--- config.mk ---
export PLATFORM = sky130hd
export DESIGN_NAME = sarsr_device_flat
export DESIGN_NICKNAME = d
export VERILOG_FILES = /design/src/core/sarsr_pkg.sv /design/src/core/sarsr_if.sv /design/src/core/sarsr_device.sv /design/src/core/sarsr_sync.sv /design/src/flat_wrapper.sv
export SDC_FILE = /design/constraint.sdc
export NUM_CORES = 1
export LEC_CHECK = 0
export BUFFER_PORTS_ARGS = -buffer_cell sky130_fd_sc_hd__buf_2
export CORE_MARGIN = 2
export CORE_UTILIZATION = 50
export DETAILED_ROUTE_END_ITERATION = 12
export PLACE_DENSITY = 0.71
export SLEW_MARGIN = 10
export SYNTH_ARGS = -nofsm -noshare
export SYNTH_HDL_FRONTEND = slang
export SYNTH_SLANG_ARGS = --single-unit
--- constraint.sdc ---
create_clock -name ref_clk -period 1.8 [get_ports ref_clk]
set_input_delay 0.18 -clock ref_clk [delete_from_list [all_inputs] [get_ports ref_clk]]
set_output_delay 0.18 -clock ref_clk [all_outputs]
set_load 0.01 [all_outputs]
--- src/core/sarsr_pkg.sv ---
// shared constants for the serial converter readout link
package sarsr_pkg;
  // ****************************************
  // frame geometry
  // ****************************************
  localparam int FRAME_BITS      = 16;
  localparam int LEAD_ZEROS      = 4;
  localparam int HOLD_END_EDGE   = 13;
  localparam int SLEEP_MIN_EDGE  = 2;
  localparam int AWAKE_MIN_EDGE  = 10;
  localparam int FRAME_CLOCKS    = 18;
  localparam int CNT_W           = 5;
  // ****************************************
  // timing
  // ****************************************
  localparam int CLK_PERIOD_PS   = 20000;
  localparam int QUIET_NS        = 60;
  localparam int ACQ_NS          = 290;
  localparam int POWERUP_NS      = 1000;
  localparam int QUIET_CYC       = (QUIET_NS * 1000 + CLK_PERIOD_PS - 1) / CLK_PERIOD_PS;
  localparam int ACQ_CYC         = (ACQ_NS * 1000 + CLK_PERIOD_PS - 1) / CLK_PERIOD_PS;
  localparam int POWERUP_CYC     = (POWERUP_NS * 1000 + CLK_PERIOD_PS - 1) / CLK_PERIOD_PS;
  localparam int SCLK_HALF_CYC   = 4;
  localparam int TIMER_W         = 8;
endpackage

--- src/core/sarsr_if.sv ---
// pins between converter and its host controller
`timescale 1ns/1ps
interface sarsr_if;
  logic chipSelectN;
  logic serialClock;
  logic serialResultOut;
  logic serialResultOeN;
  modport device (input chipSelectN, input serialClock, output serialResultOut, output serialResultOeN);
  modport host (input serialResultOut, input serialResultOeN, output chipSelectN, output serialClock);
endinterface

--- src/core/sarsr_device.sv ---
// converter end: samples the link pins and shifts the result frame out
`timescale 1ns/1ps
module sarsr_device
  import sarsr_pkg::*;
#(
  parameter int RES_BITS = 12
) (
  // clock and reset
  input  wire logic                ref_clk,
  input  wire logic                reset,
  // link pins
  sarsr_if.device                  link,
  // analog sample, already two's complement
  input  wire logic [RES_BITS-1:0] sampleIn,
  // status
  output logic                     poweredDown,
  output logic                     trackMode,
  output logic                     readyValid
);
  typedef enum logic [3:0] {
    ST_IDLE  = 4'b0001,
    ST_SHIFT = 4'b0010,
    ST_DONE  = 4'b0100,
    ST_SPARE = 4'b1000
  } sarsr_dev_state_t;

  // ****************************************
  // pin sampling
  // ****************************************
  logic csN;
  logic sclk;
  logic csN_q;
  logic sclk_q;
  sarsr_sync #(.INIT(1'b1)) uCs (
    .ref_clk  (ref_clk),
    .reset    (reset),
    .pinIn    (link.chipSelectN),
    .levelOut (csN)
  );
  sarsr_sync #(.INIT(1'b0)) uSck (
    .ref_clk  (ref_clk),
    .reset    (reset),
    .pinIn    (link.serialClock),
    .levelOut (sclk)
  );
  always_ff @(posedge ref_clk) begin
    if (reset) begin
      csN_q  <= 1'b1;
      sclk_q <= 1'b0;
    end else begin
      csN_q  <= csN;
      sclk_q <= sclk;
    end
  end
  // pin to strobe costs two cycles, so a link half period must be longer
  wire csFall  = csN_q & ~csN;
  wire csRise  = ~csN_q & csN;
  wire sckFall = sclk_q & ~sclk & ~csN;
  wire sckRise = ~sclk_q & sclk & ~csN;

  // ****************************************
  // frame sequencer
  // ****************************************
  sarsr_dev_state_t state_q;
  logic [CNT_W-1:0] fallCnt_q;
  logic [FRAME_BITS-1:0] frame_q;
  logic outOeN_q;
  logic outBit_q;
  logic wasDown_q;
  // result laid out msb first after the leading zeros
  logic [FRAME_BITS-1:0] frameImage;
  always_comb begin
    frameImage = '0;
    frameImage[FRAME_BITS-1-LEAD_ZEROS -: RES_BITS] = sampleIn;
  end

  always_ff @(posedge ref_clk) begin
    if (reset) begin
      state_q   <= ST_IDLE;
      fallCnt_q <= 5'h00;
      frame_q   <= 16'h0000;
      outOeN_q  <= 1'b1;
      outBit_q  <= 1'b0;
    end else begin
      case (state_q)
        ST_IDLE: begin
          outOeN_q <= 1'b1;
          if (csFall) begin
            frame_q   <= frameImage;
            fallCnt_q <= 5'h00;
            outOeN_q  <= 1'b0;
            outBit_q  <= 1'b0;
            state_q   <= ST_SHIFT;
          end
        end
        ST_SHIFT: begin
          if (csRise) begin
            outOeN_q  <= 1'b1;
            state_q   <= ST_IDLE;
          end else if (sckFall) begin
            fallCnt_q <= fallCnt_q + 5'h01;
            if (fallCnt_q == 5'(FRAME_BITS - 1)) begin
              outOeN_q  <= 1'b1;
              state_q   <= ST_DONE;
            end else begin
              outBit_q <= frame_q[FRAME_BITS - 2 - fallCnt_q];
            end
          end
        end
        ST_DONE: begin
          // clocks after the sixteenth fall are ignored until select goes high
          outOeN_q <= 1'b1;
          if (csN) begin
            state_q <= ST_IDLE;
          end
        end
        default: begin
          outOeN_q  <= 1'b1;
          state_q   <= ST_IDLE;
        end
      endcase
    end
  end

  // ****************************************
  // track and hold
  // ****************************************
  // hold from select fall until the rise that follows fall thirteen
  // select high outside a frame always tracks, so a cut frame never leaves the sample held
  always_ff @(posedge ref_clk) begin
    if (reset) begin
      trackMode <= 1'b1;
    end else if (csFall) begin
      trackMode <= 1'b0;
    end else if (state_q == ST_SHIFT && sckRise && fallCnt_q >= 5'(HOLD_END_EDGE)) begin
      trackMode <= 1'b1;
    end else if (state_q != ST_SHIFT && csN) begin
      trackMode <= 1'b1;
    end
  end

  // ****************************************
  // power mode
  // ****************************************
  always_ff @(posedge ref_clk) begin
    if (reset) begin
      poweredDown <= 1'b0;
      wasDown_q   <= 1'b0;
    end else if (csFall) begin
      wasDown_q <= poweredDown;
    end else if (state_q == ST_SHIFT && csRise) begin
      if (fallCnt_q >= 5'(AWAKE_MIN_EDGE)) begin
        poweredDown <= 1'b0;
      end else if (fallCnt_q >= 5'(SLEEP_MIN_EDGE)) begin
        poweredDown <= 1'b1;
      end else begin
        poweredDown <= wasDown_q;
      end
    end else if (state_q == ST_SHIFT && wasDown_q && sckFall && fallCnt_q == 5'(AWAKE_MIN_EDGE - 1)) begin
      // a dummy frame wakes at its tenth fall, before the rise decides anything
      poweredDown <= 1'b0;
    end
  end

  // analog settles within the power-up time after waking
  // readiness is status only; a frame started before it is not blocked
  logic [TIMER_W-1:0] wakeCnt_q;
  always_ff @(posedge ref_clk) begin
    if (reset) begin
      wakeCnt_q <= TIMER_W'(POWERUP_CYC);
    end else if (poweredDown) begin
      wakeCnt_q <= TIMER_W'(POWERUP_CYC);
    end else if (wakeCnt_q != '0) begin
      wakeCnt_q <= wakeCnt_q - 8'h01;
    end
  end
  assign readyValid = ~poweredDown & (wakeCnt_q == '0);

  // a released output keeps its last bit; the host ignores the enable and takes bit sixteen after release
  assign link.serialResultOut = outBit_q;
  assign link.serialResultOeN = outOeN_q;
endmodule

--- src/core/sarsr_sync.sv ---
// two flip-flop synchroniser for one pin
`timescale 1ns/1ps
module sarsr_sync #(
  parameter logic INIT = 1'b0
) (
  // clock and reset
  input  wire logic ref_clk,
  input  wire logic reset,
  // pin and synchronised level
  input  wire logic pinIn,
  output logic      levelOut
);
  logic stage1_q;
  always_ff @(posedge ref_clk) begin
    if (reset) begin
      stage1_q <= INIT;
      levelOut <= INIT;
    end else begin
      stage1_q <= pinIn;
      levelOut <= stage1_q;
    end
  end
endmodule

--- src/flat_wrapper.sv ---
// flat-port wrapper written by rule: the top's interface ports become plain ports
module sarsr_device_flat import sarsr_pkg::*;
#(
  parameter int RES_BITS = 12
)
  (ref_clk, reset, sampleIn, poweredDown, trackMode, readyValid, link_chipSelectN, link_serialClock, link_serialResultOut, link_serialResultOeN);
  sarsr_if link_i ();
  input  wire logic ref_clk;
  input  wire logic reset;
  input  wire logic [RES_BITS-1:0] sampleIn;
  output logic poweredDown;
  output logic trackMode;
  output logic readyValid;
  input wire logic [$bits(link_i.chipSelectN)-1:0] link_chipSelectN;
  input wire logic [$bits(link_i.serialClock)-1:0] link_serialClock;
  output wire logic [$bits(link_i.serialResultOut)-1:0] link_serialResultOut;
  output wire logic [$bits(link_i.serialResultOeN)-1:0] link_serialResultOeN;
  assign link_i.chipSelectN = link_chipSelectN;
  assign link_i.serialClock = link_serialClock;
  assign link_serialResultOut = link_i.serialResultOut;
  assign link_serialResultOeN = link_i.serialResultOeN;
  sarsr_device #(.RES_BITS(RES_BITS)) u_core (.ref_clk(ref_clk), .reset(reset), .link(link_i), .sampleIn(sampleIn), .poweredDown(poweredDown), .trackMode(trackMode), .readyValid(readyValid));
endmodule
==> flow_metrics.env <==
export IMPL_status="completed"
export IMPL_pin_count=21
export IMPL_setup_worst_path_class="reg2out"
export IMPL_timing_final_crit_share=0.982
export IMPL_fill_cells=301
export IMPL_path_cells="nor4_4 > and3_4 > nor2b_4 > buf_2"
export IMPL_slew_headroom=0.604
export IMPL_synthFlopType="dfxtp_1"
export IMPL_synthCells=202
export IMPL_drive_gt1_frac=0.242
export IMPL_clockRootBuffer="clkbuf_4"
export IMPL_p_sw_uw=424
export IMPL_power_density_nw_per_um2=784
export IMPL_final_setup_viol_count=0
export IMPL_power_leakage_uw=0.000769
export IMPL_dpl_cell_count=262
export IMPL_fp_row_count=21
export IMPL_area_growth_pct=15.5
export IMPL_synth_cell_types=42
export IMPL_grt_usage=0.196
export IMPL_ff2ff_path_depth=5
export IMPL_slowest_delay_ps=380
export IMPL_cp_arrival_ps=1590
export IMPL_drc=0
export IMPL_yosysTopAreaCell="dfxtp_1"
export IMPL_ant_nets=0
export IMPL_clkLatencyLatePin_ps=350
export IMPL_holdBufCountCts=0
export IMPL_synth_seq_area_share=0.436
export IMPL_dieArea_um2=4070
export IMPL_skew_ps=12.0
export IMPL_hold_viol_final=0
export IMPL_cp_end_kind="primary output"
export IMPL_p_clk_frac=0.281
export IMPL_overflow=0
export IMPL_tns_ps=0
export IMPL_yosys_register_bits=39
export IMPL_grt_max_degree=36
export IMPL_grt_pass1_wl_mm=6.15
export IMPL_ys_warn_count=0
export IMPL_hpwl_mm=2.52
export IMPL_swShare=0.262
export IMPL_synth_fp_nets=223
export IMPL_gp_congestion=0.783
export IMPL_fp_coreArea_um2=3390
export IMPL_internal_power_uw=1200
export IMPL_clk_pin_slew_ps=110
export IMPL_final_cell_mix="36 x nand2_1, 35 x dfxtp_1, 21 x a21oi_1, 20 x buf_2, 10 x buf_4"
export IMPL_netlist_top_cells_area="dfxtp_1 44%, nand2_1 7.6%, a21oi_1 5.9%"
export IMPL_fin_ws_ps=32.9
export IMPL_synth_edf_count=0
export IMPL_combinationalPowerShare=0.126
export IMPL_crit_family="simple AND/OR/NAND/NOR gates"
export IMPL_grt_antenna_before_repair=0
export IMPL_avgViaCountPerCell=5.38
export IMPL_netlist_area_um2=1790
export IMPL_critical_path_buf_inv_count=1
export IMPL_hp_class="in2reg"
export IMPL_crit_fanout=5
export IMPL_cp_depth=4
export IMPL_rrSetupSlack_ps=110
export IMPL_cts_sinks=39
export IMPL_diodes=0
export IMPL_worst_pin_slew_ps=593
export IMPL_cts_tree="done"
export IMPL_clk_path_buf_depth=2
export IMPL_crit_path_start_kind="flip-flop"
export IMPL_cp_slowest_cell="dfxtp_4"
export IMPL_die_width_um=63.8
export IMPL_clock_fmax_mhz=566
export IMPL_p_seq_frac=0.593
export IMPL_multi_input_area_um2=967
export IMPL_drt_iter0_drc=58
export IMPL_fp_dieH_um=63.8
export IMPL_avgSynthCellArea_um2=8.86
export IMPL_portBuffers=20
export IMPL_required_ps=1620
export IMPL_seq_area_um2=788
export IMPL_wl_per_cell_um=13.1
export IMPL_synth_top_area_share=0.436
export IMPL_finalNonFillerCells=273
export IMPL_final_common_cell="nand2_1"
export IMPL_maxCapViolCount=0
export IMPL_initial_utilization=0.528
export IMPL_worstHoldPathCells=2
export IMPL_cts_buffers=5
export IMPL_postRouteWirelength_mm=3.58
export IMPL_via_count=1470
export IMPL_cts_htree_levels=2
export IMPL_dp_slack_ps=65.4
export IMPL_layout_min_cycle_time_ps=1770
export IMPL_slew_viol_final=0
export IMPL_final_nets=248
export IMPL_grt_pass1_vias=1423
export IMPL_dr_pass1_iters=4
export IMPL_async_flop_share=0
export IMPL_final_util=0.610
export IMPL_peakVddDrop_mv=0.572
==> metrics by stage <==
step | area, um2 | power [uW] | hold slack [ps]
2_1_floorplan | 1790 | 1110 | 284
3_3_place_gp | 1940 | 1160 | 365
3_5_place_dp | 1940 | 1170 | 367
4_1_cts | 2010 | 1630 | 2.80
5_1_grt | 2070 | 1700 | 2.00
6_report | 2070 | 1620 | 10.3
==> repair_timing <==
action	in CTS	in global routing
buffers inserted	0	4
pin swaps	2	2
endpoints found under the setup margin	1	4
resized for setup	4	8
hold endpoints to repair	0	0
==> flip-flops by register name, summed over array words and instances (netlist names), 3 cells and up <==
name              cells
u_core.fallCnt_q      5
u_core.frame_q       12
u_core.state_q        3
u_core.wakeCnt_q      8
==> area by class of cell <==
type / instances / area share
flip-flops and latches: 39 / 0.381
inverters: 6 / 0.0109
well taps: 46 / 0.0278
multi-input cells: 145 / 0.468
repair buffers: 30 / 0.0847
clock buffers: 6 / 0.0248
clock inverters: 1 / 0.00242
==> logic make-up after synthesis <==
family	after synthesis	synth area share
AND/OR/NAND/NOR	87	0.260
flip-flops	39	0.436
AO/OA/AOI/OAI	37	0.120
buffers and inverters	18	0.0441
XOR/XNOR	9	0.0441
multiplexers	7	0.0608
adder cells (fa/ha/maj)	5	0.0350
==> Yosys cell counts, types with 2 or more instances <==
library cell and instances:
buf_2 3, a221oi_1 2, nor2_1 7, nand2b_1 3, and3_1 3, xor2_1 4, mux2i_1 3, or2_2 3
or3_1 3, nor4_1 5, a21oi_1 21, or4_1 2, nor3_1 4, dfxtp_1 39, inv_1 6, ha_1 5
xnor2_1 5, nand2_1 36, nand3b_1 2, o21ai_0 7, nor2b_1 7, clkbuf_1 8, and2_1 2, mux4_2 3
nor4b_1 2
==> path summary, 6_finish.rpt <==
path                                           from                   to
worst max-delay path            u_core.wakeCnt_q[2]           readyValid
worst min-delay path               link_chipSelectN  u_core.uCs.stage1_q
worst max register to register  u_core.fallCnt_q[1]  u_core.fallCnt_q[4]
worst min register to register  u_core.uCs.stage1_q  u_core.uCs.levelOut
==> power groups by stage <==
stage	Clock [uW]	Combinational [uW]	Sequential, uW
2_1_floorplan	0	145	962
3_3_place_gp	0	193	971
3_5_place_dp	0	199	974
4_1_cts	465	202	959
5_1_grt	497	234	969
6_report	455	204	962
==> per-layer routing <==
| layer | up-vias | GRT usage | part of all wire |
|---|---|---|---|
| li1 | 755 | - | - |
| met1 | 690 | 0.240 | 0.48 |
| met2 | 21 | 0.311 | 0.48 |
| met3 | 4 | 0.0634 | 0.031 |
| met4 | 0 | 0.0897 | 0.013 |
| met5 | - | 0 | 0 |
==> worst reg2reg max path, cell delays in order, from the launching register on <==
cell,delay (ps)
dfxtp_2,380
ha_1,240
and3_1,210
ha_1,280
or3_1,370
a21oi_1,140
Power figures use the tool's default switching activity.
